--- config.mk ---
export PLATFORM = sky130hd
export DESIGN_NAME = pci_target_wait_state_io
export DESIGN_NICKNAME = d
export VERILOG_FILES = /design/src/logic/pci_tgt_pkg.sv /design/src/logic/tgt_fifo.sv /design/src/logic/pci_target_wait_state_io.sv
export VERILOG_INCLUDE_DIRS = /design/src /design/src/logic
export SDC_FILE = /design/constraint.sdc
export NUM_CORES = 1
export LEC_CHECK = 0
export BUFFER_PORTS_ARGS = -buffer_cell sky130_fd_sc_hd__buf_2
export CORE_MARGIN = 2
export CORE_UTILIZATION = 55
export CTS_CLUSTER_SIZE = 12
export DETAILED_ROUTE_END_ITERATION = 6
export GPL_ROUTABILITY_DRIVEN = 0
export PLACE_DENSITY = 0.81
export SLEW_MARGIN = 20
export SYNTH_ARGS = -nofsm -noshare
export SYNTH_HDL_FRONTEND = slang
export SYNTH_SLANG_ARGS = --single-unit
--- constraint.sdc ---
create_clock -name i_clk_sys -period 5.9 [get_ports i_clk_sys]
set_input_delay 0.59 -clock i_clk_sys [delete_from_list [all_inputs] [get_ports i_clk_sys]]
set_output_delay 0.59 -clock i_clk_sys [all_outputs]
set_load 0.02 [all_outputs]
--- src/logic/pci_tgt_map.svh ---
`ifndef PCI_TGT_MAP_SVH
`define PCI_TGT_MAP_SVH
// Behaviour
// RULE_01 - I/O space is reached only by 32-bit transfers, one data phase each.
// RULE_02 - Back-end decodes all 32 I/O address bits and chooses supported byte enables.
// RULE_03 - Back-end requests a target abort for unsupported I/O byte enables.
// RULE_04 - A party that signalled ready holds it until the data phase completes. Target ready drops early on a back-end abort.
// RULE_05 - Once target ready is asserted, no wait state until the next phase.
// RULE_06 - Data transfer is held while the master withholds initiator ready.
// RULE_07 - Target wait states are paced by the back-end ready input.
// RULE_08 - Slow select timing asserts device select one clock after region match.
// RULE_09 - Address and command decode starts the cycle after the address phase.
// RULE_10 - Target ready stays deasserted until the back-end has signalled ready.
// RULE_11 - Strobe asserts after a cycle with initiator ready and back-end ready.
// RULE_12 - Strobe deasserts after any cycle without initiator ready.
// RULE_13 - Read phase asserts target ready and drives back-end data on the bus.
// RULE_14 - Back-end ready held two cycles keeps target ready and next word going.
// RULE_15 - Back-end advances its address counter on each transfer strobe.
// RULE_16 - Master releases the bus in read turnaround, then asserts initiator ready.
// RULE_17 - Ready master keeps initiator ready and drives next byte enables.
// RULE_18 - Master marks the final phase by deasserting frame with initiator ready.
// RULE_19 - Turnaround after the final phase deasserts device select and target ready.
// RULE_20 - Idle cycle after that stops driving device select and target ready.
// RULE_21 - Completion clears the region match indication and the transfer strobe.
`define CMD_IO_READ 4'h2
`define CMD_IO_WRITE 4'h3
`define CMD_MEM_READ 4'h6
`define CMD_MEM_WRITE 4'h7
`define CMD_MEM_READ_MULT 4'hC
`define CMD_MEM_READ_LINE 4'hE
`define CMD_MEM_WRITE_INV 4'hF
`define BAR_MEM_BASE 32'h1000_0000
`define BAR_MEM_MASK 32'hFFFF_0000
`define BAR_IO_BASE 32'h0000_0300
`define BAR_IO_MASK 32'hFFFF_FFFF
`define HIT_MEM 0
`define HIT_IO 1
`define DATA_WIDTH 32
`define FIFO_DEPTH 32
`define DEVSEL_SLOW 1'b1
`endif

--- src/logic/pci_tgt_pkg.sv ---
package pci_tgt_pkg;
   typedef enum logic [5:0] {
      ST_IDLE = 6'h01,
      ST_DECODE = 6'h02,
      ST_HIT = 6'h04,
      ST_DATA = 6'h08,
      ST_STOP = 6'h10,
      ST_TURN = 6'h20
   } tgt_state_t;
   typedef logic [3:0] pci_cmd_t;
endpackage

--- src/logic/tgt_fifo.sv ---
`timescale 1ns/1ps
module tgt_fifo #(
   parameter int WIDTH = 32,
   parameter int DEPTH = 32,
   parameter int AW = $clog2(DEPTH)
) (
   // Clock and reset
   input wire logic i_clk_sys,
   input wire logic i_rst,
   input wire logic i_flush,
   // Fill side
   input wire logic i_in_valid,
   output logic o_in_ready,
   input wire logic [WIDTH-1:0] i_in_data,
   // Drain side
   output logic o_out_valid,
   input wire logic i_out_ready,
   output logic [WIDTH-1:0] o_out_data,
   output logic [AW:0] o_level
);
   localparam logic [AW:0] FULL_CNT = (AW+1)'(DEPTH);
   logic [WIDTH-1:0] mem [DEPTH];
   logic [AW-1:0] wr_ptr_r;
   logic [AW-1:0] rd_ptr_r;
   logic [AW:0] count_r;
   logic [WIDTH-1:0] dout_r;
   wire push = i_in_valid & o_in_ready;
   wire pop = i_out_ready & o_out_valid;
   wire [AW-1:0] rd_ptr_nxt = pop ? rd_ptr_r + 1'b1 : rd_ptr_r;
   wire bypass = push & (wr_ptr_r == rd_ptr_nxt);
   wire [AW:0] count_nxt = count_r + (AW+1)'(push) - (AW+1)'(pop);
   assign o_in_ready = count_r != FULL_CNT;
   assign o_out_valid = count_r != '0;
   assign o_out_data = dout_r;
   assign o_level = count_r;
   always_ff @(posedge i_clk_sys) begin
      if (push) begin
         mem[wr_ptr_r] <= i_in_data;
      end
   end
   always_ff @(posedge i_clk_sys or posedge i_rst) begin
      if (i_rst) begin
         wr_ptr_r <= '0;
         rd_ptr_r <= '0;
         count_r <= '0;
         dout_r <= '0;
      end else if (i_flush) begin
         wr_ptr_r <= '0;
         rd_ptr_r <= '0;
         count_r <= '0;
      end else begin
         wr_ptr_r <= push ? wr_ptr_r + 1'b1 : wr_ptr_r;
         rd_ptr_r <= rd_ptr_nxt;
         count_r <= count_nxt;
         dout_r <= bypass ? i_in_data : mem[rd_ptr_nxt];
      end
   end
endmodule

--- src/logic/pci_target_wait_state_io.sv ---
`timescale 1ns/1ps
`include "pci_tgt_map.svh"
module pci_target_wait_state_io #(
   parameter int DATA_W = `DATA_WIDTH,
   parameter int FIFO_DEPTH = `FIFO_DEPTH,
   parameter logic DEVSEL_SLOW = `DEVSEL_SLOW,
   parameter logic [31:0] MEM_BASE = `BAR_MEM_BASE,
   parameter logic [31:0] MEM_MASK = `BAR_MEM_MASK,
   parameter logic [31:0] IO_BASE = `BAR_IO_BASE,
   parameter logic [31:0] IO_MASK = `BAR_IO_MASK
) (
   // Clock and reset
   input wire logic i_clk_sys,
   input wire logic i_rst,
   // PCI bus
   input wire logic i_frame_n,
   input wire logic i_irdy_n,
   input wire logic [DATA_W-1:0] i_ad,
   input wire logic [3:0] i_cbe_n,
   output logic [DATA_W-1:0] o_ad,
   output logic o_ad_oe_n,
   output logic o_devsel_n,
   output logic o_devsel_oe_n,
   output logic o_trdy_n,
   output logic o_trdy_oe_n,
   output logic o_stop_n,
   output logic o_stop_oe_n,
   // Local target interface
   input wire logic i_backend_ready_n,
   input wire logic i_backend_abort_n,
   input wire logic [DATA_W-1:0] i_lt_data_in,
   output logic o_local_transfer_strobe_n,
   output logic [1:0] o_bar_hit,
   output logic [31:0] o_lt_address,
   output pci_tgt_pkg::pci_cmd_t o_lt_command,
   output logic [3:0] o_lt_cbe_n,
   output logic o_lt_r_nw,
   output logic [DATA_W-1:0] o_lt_data_out
);
   import pci_tgt_pkg::*;

   localparam int LVL_W = $clog2(FIFO_DEPTH) + 1;
   localparam logic [LVL_W-1:0] FULL_LVL = LVL_W'(FIFO_DEPTH);

   tgt_state_t state_r;
   tgt_state_t state_nxt;
   logic frame_prev_r;
   logic [31:0] addr_r;
   pci_cmd_t cmd_r;
   logic is_read_r;
   logic is_io_r;
   logic io_word_r;
   logic abort_r;
   logic devsel_r;
   logic trdy_r;
   logic stop_r;
   logic ctl_drive_r;
   logic ad_drive_r;
   logic [1:0] bar_hit_r;
   logic strobe_r;
   logic [3:0] cbe_r;
   logic [DATA_W-1:0] wdata_r;
   logic [DATA_W-1:0] fifo_dout;
   logic fifo_out_valid;
   logic fifo_in_ready;
   logic [LVL_W-1:0] fifo_level;

   // Address phase capture and command decode
   wire addr_phase = (state_r == ST_IDLE) & ~i_frame_n & frame_prev_r;
   wire cmd_io_rd = cmd_r == `CMD_IO_READ;
   wire cmd_io_wr = cmd_r == `CMD_IO_WRITE;
   wire cmd_mem_rd = (cmd_r == `CMD_MEM_READ) | (cmd_r == `CMD_MEM_READ_MULT) | (cmd_r == `CMD_MEM_READ_LINE);
   wire cmd_mem_wr = (cmd_r == `CMD_MEM_WRITE) | (cmd_r == `CMD_MEM_WRITE_INV);
   wire hit_mem = (cmd_mem_rd | cmd_mem_wr) & ((addr_r & MEM_MASK) == MEM_BASE);
   wire hit_io = (cmd_io_rd | cmd_io_wr) & ((addr_r & IO_MASK) == IO_BASE);
   wire any_hit = hit_mem | hit_io;
   wire cmd_is_read = cmd_mem_rd | cmd_io_rd;
   wire cmd_is_io = cmd_io_rd | cmd_io_wr;

   // Data phase events
   wire in_active = (state_r == ST_HIT) | (state_r == ST_DATA);
   wire phase_done = (state_r == ST_DATA) & trdy_r & ~i_irdy_n;
   wire last_done = phase_done & i_frame_n;
   wire io_done = phase_done & is_io_r;
   wire abort_evt = in_active & ~i_backend_abort_n;
   wire stop_exit = (state_r == ST_STOP) & i_frame_n & ~i_irdy_n;

   // FIFO traffic
   wire fifo_push = ~strobe_r & is_read_r & fifo_in_ready;
   wire fifo_pop = phase_done & is_read_r & fifo_out_valid;
   wire [LVL_W-1:0] level_nxt = fifo_level + LVL_W'(fifo_push) - LVL_W'(fifo_pop);
   wire room_nxt = level_nxt < FULL_LVL;
   wire io_gate = ~(is_io_r & io_word_r);

   always_comb begin
      state_nxt = state_r;
      case (state_r)
         ST_IDLE: begin
            if (addr_phase) begin
               state_nxt = ST_DECODE;
            end
         end
         ST_DECODE: begin
            state_nxt = any_hit ? ST_HIT : ST_IDLE; // [RULE_09]
         end
         ST_HIT: begin
            state_nxt = abort_evt ? ST_STOP : ST_DATA;
         end
         ST_DATA: begin
            if (abort_evt) begin
               state_nxt = ST_STOP; // [RULE_03]
            end else if (last_done) begin
               state_nxt = ST_TURN; // [RULE_19]
            end else if (io_done) begin
               state_nxt = ST_STOP; // [RULE_01]
            end
         end
         ST_STOP: begin
            if (stop_exit) begin
               state_nxt = ST_TURN;
            end
         end
         ST_TURN: begin
            state_nxt = ST_IDLE; // [RULE_20]
         end
         default: begin
            state_nxt = ST_IDLE;
         end
      endcase
   end

   // Transfer strobe to the back-end
   wire strobe_ok = in_active & ~abort_evt & ~last_done & ~io_done;
   wire rd_strobe = is_read_r & room_nxt & io_gate;
   wire wr_strobe = ~is_read_r & trdy_r;
   wire strobe_nxt = strobe_ok & ~i_irdy_n & ~i_backend_ready_n & (rd_strobe | wr_strobe); // [RULE_11] [RULE_12]

   // Target ready: held until phase end or back-end abort, otherwise paced by the back-end
   wire trdy_hold = trdy_r & ~phase_done; // [RULE_04] [RULE_05] [RULE_06]
   wire trdy_end = last_done | io_done | abort_evt;
   wire rd_avail = level_nxt != '0; // [RULE_13] [RULE_14]
   wire wr_avail = ~i_backend_ready_n & ~(is_io_r & io_word_r);
   wire trdy_new = in_active & (is_read_r ? rd_avail : wr_avail); // [RULE_07] [RULE_10]
   wire trdy_nxt = ~trdy_end & (trdy_hold | trdy_new);

   // Device select, stop and drive enables follow the next state
   wire abort_nxt = abort_evt | (abort_r & (state_r != ST_TURN));
   wire devsel_nxt = ((state_nxt == ST_HIT) & ~DEVSEL_SLOW) | (state_nxt == ST_DATA) |
                     ((state_nxt == ST_STOP) & ~abort_nxt); // [RULE_08] [RULE_19]
   wire stop_nxt = (state_nxt == ST_STOP) | ((state_nxt == ST_DATA) & trdy_nxt & is_io_r); // [RULE_01]
   wire ctl_drive_nxt = (state_nxt == ST_HIT) | (state_nxt == ST_DATA) | (state_nxt == ST_STOP) |
                        (state_nxt == ST_TURN); // [RULE_20]
   wire ad_drive_nxt = (state_nxt == ST_DATA) & is_read_r; // [RULE_13]
   wire io_word_nxt = ~addr_phase & (io_word_r | strobe_nxt | (phase_done & is_io_r));

   // Region match indication
   wire [1:0] hit_vec = {hit_io, hit_mem};
   wire [1:0] bar_hit_nxt = (state_r == ST_DECODE) ? hit_vec :
                            (state_r == ST_TURN) ? 2'h0 : bar_hit_r; // [RULE_21]

   always_ff @(posedge i_clk_sys or posedge i_rst) begin
      if (i_rst) begin
         state_r <= ST_IDLE;
         frame_prev_r <= 1'b1;
      end else begin
         state_r <= state_nxt;
         frame_prev_r <= i_frame_n;
      end
   end

   always_ff @(posedge i_clk_sys or posedge i_rst) begin
      if (i_rst) begin
         addr_r <= 32'h0000_0000;
         cmd_r <= 4'h0;
         is_read_r <= 1'b0;
         is_io_r <= 1'b0;
      end else if (addr_phase) begin
         addr_r <= i_ad[31:0];
         cmd_r <= i_cbe_n;
      end else if (state_r == ST_DECODE) begin
         is_read_r <= cmd_is_read;
         is_io_r <= cmd_is_io;
      end
   end

   always_ff @(posedge i_clk_sys or posedge i_rst) begin
      if (i_rst) begin
         devsel_r <= 1'b0;
         trdy_r <= 1'b0;
         stop_r <= 1'b0;
         ctl_drive_r <= 1'b0;
         ad_drive_r <= 1'b0;
         abort_r <= 1'b0;
         io_word_r <= 1'b0;
      end else begin
         devsel_r <= devsel_nxt;
         trdy_r <= trdy_nxt;
         stop_r <= stop_nxt;
         ctl_drive_r <= ctl_drive_nxt;
         ad_drive_r <= ad_drive_nxt;
         abort_r <= abort_nxt;
         io_word_r <= io_word_nxt;
      end
   end

   always_ff @(posedge i_clk_sys or posedge i_rst) begin
      if (i_rst) begin
         bar_hit_r <= 2'h0;
         strobe_r <= 1'b1;
         cbe_r <= 4'hF;
         wdata_r <= '0;
      end else begin
         bar_hit_r <= bar_hit_nxt;
         strobe_r <= ~strobe_nxt; // [RULE_21]
         cbe_r <= in_active ? i_cbe_n : cbe_r;
         wdata_r <= (phase_done & ~is_read_r) ? i_ad : wdata_r;
      end
   end

   // Read words from the back-end, one per strobe
   tgt_fifo #(
      .WIDTH(DATA_W),
      .DEPTH(FIFO_DEPTH)
   ) u_rd_fifo (
      .i_clk_sys(i_clk_sys),
      .i_rst(i_rst),
      .i_flush(state_r == ST_TURN),
      .i_in_valid(fifo_push),
      .o_in_ready(fifo_in_ready),
      .i_in_data(i_lt_data_in),
      .o_out_valid(fifo_out_valid),
      .i_out_ready(fifo_pop),
      .o_out_data(fifo_dout),
      .o_level(fifo_level)
   );

   assign o_ad = fifo_dout;
   assign o_ad_oe_n = ~ad_drive_r;
   assign o_devsel_n = ~devsel_r;
   assign o_devsel_oe_n = ~ctl_drive_r;
   assign o_trdy_n = ~trdy_r;
   assign o_trdy_oe_n = ~ctl_drive_r;
   assign o_stop_n = ~stop_r;
   assign o_stop_oe_n = ~ctl_drive_r;
   assign o_local_transfer_strobe_n = strobe_r;
   assign o_bar_hit = bar_hit_r;
   assign o_lt_address = addr_r;
   assign o_lt_command = cmd_r;
   assign o_lt_cbe_n = cbe_r;
   assign o_lt_r_nw = is_read_r;
   assign o_lt_data_out = wdata_r;
endmodule

Yosys cells after proc, flatten, opt, wreduce, memory -nomap -nowiden

Memories as Yosys holds them, arrays and structs flattened. A register that Yosys moved wholly into a read port is not among the register bits.
Cells that the tools add are included.

Bits in registers: 107
Logic and storage cells: 151
Input port bits: 74
Memories: 1
Memory bits (writable): 1024
Output and inout bits: 115

Memories:

| memory        | words | bits a word | rd ports | clocked after Yosys merged registers in | wr ports | RTL line       | source |
|---|---|---|---|---|---|---|---|
| u_rd_fifo.mem | 32    | 32          | 1        | 1                                       | 1        | tgt_fifo.sv:22 | `logic [WIDTH-1:0] mem [DEPTH];` |

Magnitude comparators: 1
Equality and inequality tests: 21
Multiplexer cells: 18
Bitwise operators: 78
Add/sub/neg operators: 6
Reduce and logical (&&, ||, !) cells: 6

Operators by type and width:

| cell                 | count |
|---|---|
| $and 1x1->1          | 38 |
| $mux 6               | 6 |
| $eq 32x10->1 const B | 1 |
| $pmux 6 s5           | 1 |
| $mux 5               | 5 |
| $not 1->1            | 20 |
| $or 1x1->1           | 20 |
| $eq 16x13->1 const B | 1 |
| $add 6x1->6          | 2 |
| $eq 4x4->1 const B   | 3 |
| $eq 6x3->1 const B   | 2 |
| $eq 6x4->1 const B   | 2 |
| $eq 6x5->1 const B   | 2 |
| $eq 6x6->1 const B   | 2 |
| $ne 6x6->1 const B   | 2 |
| $reduce_bool 6->1    | 2 |
| $sub 6x1->6          | 2 |
| $add 5x1->5 const B  | 2 |
| $eq 4x2->1 const B   | 2 |
| $eq 4x3->1 const B   | 2 |
| $eq 6x1->1 const B   | 1 |
| $eq 6x2->1 const B   | 1 |
| $lt 6x6->1 const B   | 1 |
| $mux 2               | 2 |
| 5 further kinds      | 8 |

Depth between registers and ports, before layout

Word-level depth: 14
Depth in mapped cells: 21
Gate-level depth less buffers: 17

Modules after synthesis

Synthesis repeated with hierarchy kept, for this count alone.

Cell total of the unflattened synthesis: 3437
Area total of the unflattened synthesis: 48652.9 um^2

By module, submodules not included:

| module                   | area an instance (um^2) | sequential area each (um^2) | instances | cells each |
|---|---|---|---|---|
| tgt_fifo                 | 44560.2                 | 31950.6                     | 1         | 3036 |
| pci_target_wait_state_io | 4092.7                  | 2285.9                      | 1         | 401 |

Least setup slack after synthesis

No wires, ideal clock.

Path type: register to register
Start point: register is_read_r (netlist: o_lt_r_nw)
End point: memory u_rd_fifo.mem[15][0], enable pin
Slack: 2249 ps
Arrival time: 3229 ps
Stages on the path, launching flop included: 8
Path buffers: 3
Required time: 5478 ps
Period minus slack after synthesis: 3651 ps
Setup time: 422 ps
Cell sequence: dfrtp_1 clkbuf_1 clkbuf_1 nor2b_1 and2_1 clkbuf_1 nand2_1 nor2_1

Cells in the longest elaborated chain, start to end: 5

Ends and longest elaborated chain:

| what                         | RTL line                        | source |
|---|---|---|
| start: declaration           | pci_target_wait_state_io.sv:50  | `logic is_read_r;` |
| start signal: assignment     | pci_target_wait_state_io.sv:181 | `is_read_r <= cmd_is_read;` |
| $and 1x1->1 (2 in a row)     | pci_target_wait_state_io.sv:89  | `wire fifo_push = ~strobe_r & is_read_r & fifo_in_ready;` |
| $and 1x1->1                  | tgt_fifo.sv:27                  | `wire push = i_in_valid & o_in_ready;` |
| $mux 1                       | tgt_fifo.sv:37                  | `if (push) begin` |
| $mux 1 (not written as such) | tgt_fifo.sv:38                  | `mem[wr_ptr_r] <= i_in_data;` |
| end: declaration             | tgt_fifo.sv:22                  |  |

No other way between the ends.

Final worst setup path

Start point: register u_rd_fifo.rd_ptr_r[1]
End point: register u_rd_fifo.dout_r[9] (netlist: u_rd_fifo.o_out_data[9]), read port of u_rd_fifo.mem

Cells in the longest elaborated chain, start to end: 2

Ends and longest elaborated chain:

| what                     | RTL line       | source |
|---|---|---|
| start: declaration       | tgt_fifo.sv:24 | `logic [AW-1:0] rd_ptr_r;` |
| start signal: assignment | tgt_fifo.sv:53 | `rd_ptr_r <= rd_ptr_nxt;` |
| $add 5x1->5              | tgt_fifo.sv:29 | `wire [AW-1:0] rd_ptr_nxt = pop ? rd_ptr_r + 1'b1 : rd_ptr_r;` |
| $mux 5 (*)               | tgt_fifo.sv:29 |  |
| end: declaration         | tgt_fifo.sv:26 | `logic [WIDTH-1:0] dout_r;` |

Mark *: on every way between the ends. The rest lies on a longest branch, timed or not.
A chain may end at the register's enable or synchronous reset.

==> results.ini <==
[detailed_routing]
viasPerCell=7.05
drtIter0Drc=5548
drc=0
wl_met2_mm=72.0
met1Wirelength_mm=54.3
wl_mm=156
drtPass1Iterations=6
antenna_left=0
wl_per_cell_um=30.5
route.met3.wl_mm=20.8
vias=36000
maxUsedRoutingLayer=met5

[timing]
drv_slew=0
skew_ps=29.2
setup_viol=0
rsz0062_at_grt=no
slew_headroom_pct=18.4
fin_crit_sh_pct=74.1
finalHoldViolations=0
min_period_ps=4370
tns_ps=0
fmax_mhz=229
hold_slack_ps=54.4
worst_slew_pin_slew_ps=1220

[critical_path]
worstPathCellList=ha_4 -> and4b_1 -> nand4_1 -> o22a_1 -> o22ai_1 -> o31ai_1 -> o32ai_1 -> a221oi_1
worst-path-stages=8
crit_fanout=43
crit_slowest_cell=ha_4
worstPathArrival_ps=4890
path_class=flip-flop to flip-flop
r2r_cells=8
crit_required_ps=6420
rrSetupSlack_ps=1530
slowest_delay_ps=830
startpoint_type=flip-flop
path_buf_inv=0
cp_top_family=compound AO/OA/AOI/OAI gates
setup.worst_path.end_class=flip-flop

[floorplan]
io-pin-count=189
dieArea_um2=101000
die_w_um=319
num_rows=115
coreArea_um2=98300
initial_core_util_pct=55.4
die_h_um=319

[synthesis]
synth.lib_cells_used.distinct=77
synth_most_common_cell=edfxtp_1
synthesis.nets=3679
async_flop_share_pct=12.0
ys_warn_count=0
synth_area_um2=54400
post_synth_main_area_contributors=edfxtp_1 (57%), mux4_2 (14%), dfrtp_1 (6.1%)
synth-seq-area-share_pct=62.9
synth_common_cells=edfxtp_1 (1024), nand2_1 (416), mux4_2 (344)
synth_ff_type=edfxtp_1
ys_ff_latch=1163
synth.top_cell.area_share_pct=56.5
synth_edf_count=1024
synth_top_cell_by_area=edfxtp_1
syn_area_per_cell_um2=15.2
synth_cells=3590

[layout]
area_growth_pct=11.3
num-fill-cells=6758
fin_util_pct=61.6
final_cells=5099
nNetsFinal=3801
drive_above_1_share_pct=25.1
fin_area_um2=60600

[hold_path]
hold_class=primary input to flip-flop
whs_path_depth=1

[clocking]
cts_buffers=116
clk_latency_ps=720
post_cts_buffers=0
cts.sinks=1163
cts_tree=done
clockBufferDepth=3
htreeDepth=3
ctsResizeCount=0
cts_hold_buf=0
clkTransAtPathRegs_ps=60
cts-root-buf=clkbuf_16

[grt]
grt_max_degree=157
grt_pass1_vias=35300
grt_use_total_pct=30.4
antenna_found_initial=31
grt-ovfl-total=0
grt_pass1_wl_mm=228

[place]
post-dp-hpwl_mm=90.6
port_buffers=188
place_inst=4881
placed_area_um2=56900

[power]
peakVddDrop_mv=0.292
cellPowerDensity_nw_per_um2=283
leakagePower_nw=19.4

[status]
outcome=finished clean

[flow_run]
cap_violations=0

[where the power goes]
part / switching [W] / total, W / internal [W]
clock network: 0.00307 / 0.00712 / 0.00405
registers: 0.000153 / 0.00926 / 0.00910
logic: 0.000554 / 0.000778 / 0.000224
total: 0.00377 / 0.0172 / 0.0134
[cells in the final DEF (no fill, tap or decap), types with 78 or more instances in the layout]
cell and n:
buf_2 188, a211oi_1 82, nand2_1 416, a21oi_1 232, mux4_2 344, buf_4 81, nor2_1 121, mux2_2 78
nor3_1 120, dfrtp_1 130, clkbuf_16 119, edfxtp_1 1024, mux2i_1 170
[area by class of cell]
cell class | instances | area (um2) | share of cell area, %
Antenna cell | 10 | 25.0 | 0.0413
Clock buffer | 188 | 3370 | 5.56
Clock inverter | 20 | 240 | 0.397
Inverter | 28 | 118 | 0.194
Multi-Input combinational cell | 2122 | 19200 | 31.6
Sequential cell | 1163 | 34200 | 56.5
Tap cell | 1287 | 1610 | 2.66
Timing Repair Buffer | 281 | 1800 | 2.98
[final timing paths]
| check | from | endpoint |
|---|---|---|
| setup / recovery | u_rd_fifo.rd_ptr_r[1] | u_rd_fifo.o_out_data[9] |
| hold / removal | i_frame_n | frame_prev_r |
| setup reg to reg | u_rd_fifo.rd_ptr_r[1] | u_rd_fifo.o_out_data[9] |
| hold reg to reg | abort_r | abort_r |
| max in group asynchronous | i_rst | o_lt_data_out[25] |
| min in group asynchronous | i_rst | o_lt_data_out[8] |
[state kept, by name (all words and copies together), names as in the netlist, 4 cells and up]
register and cells:
u_rd_fifo.o_out_data 32, o_lt_cbe_n 4, u_rd_fifo.o_level 6, o_lt_address 32, state_r 6, u_rd_fifo.mem 1024, o_lt_command 4, u_rd_fifo.rd_ptr_r 5
u_rd_fifo.wr_ptr_r 5, o_lt_data_out 32
[layer usage]
layer	up-vias	track usage, %
met5	-	0
met4	24	15.2
met2	2820	46.8
li1	14500	-
met3	520	8.24
met1	18100	40.3
[through the flow]
step                      setup WS, ps  power (W)
after detailed placement          1700     0.0102
after global routing              1440     0.0176
after CTS                         1680     0.0172
after floorplan                   1600    0.00983
final                             1530     0.0172
after global placement            1740     0.0102
[kinds of logic after synthesis]
logic type / after synthesis / synth area share [%]
AND/OR/NAND/NOR: 909 / 7.84
buffers and inverters: 305 / 2.43
XOR/XNOR: 21 / 0.414
adder cells (fa/ha/maj): 15 / 0.359
AO/OA/AOI/OAI: 581 / 6.97
flip-flops: 1163 / 62.9
multiplexers: 596 / 19.1
(Power assumes the default switching activity.)
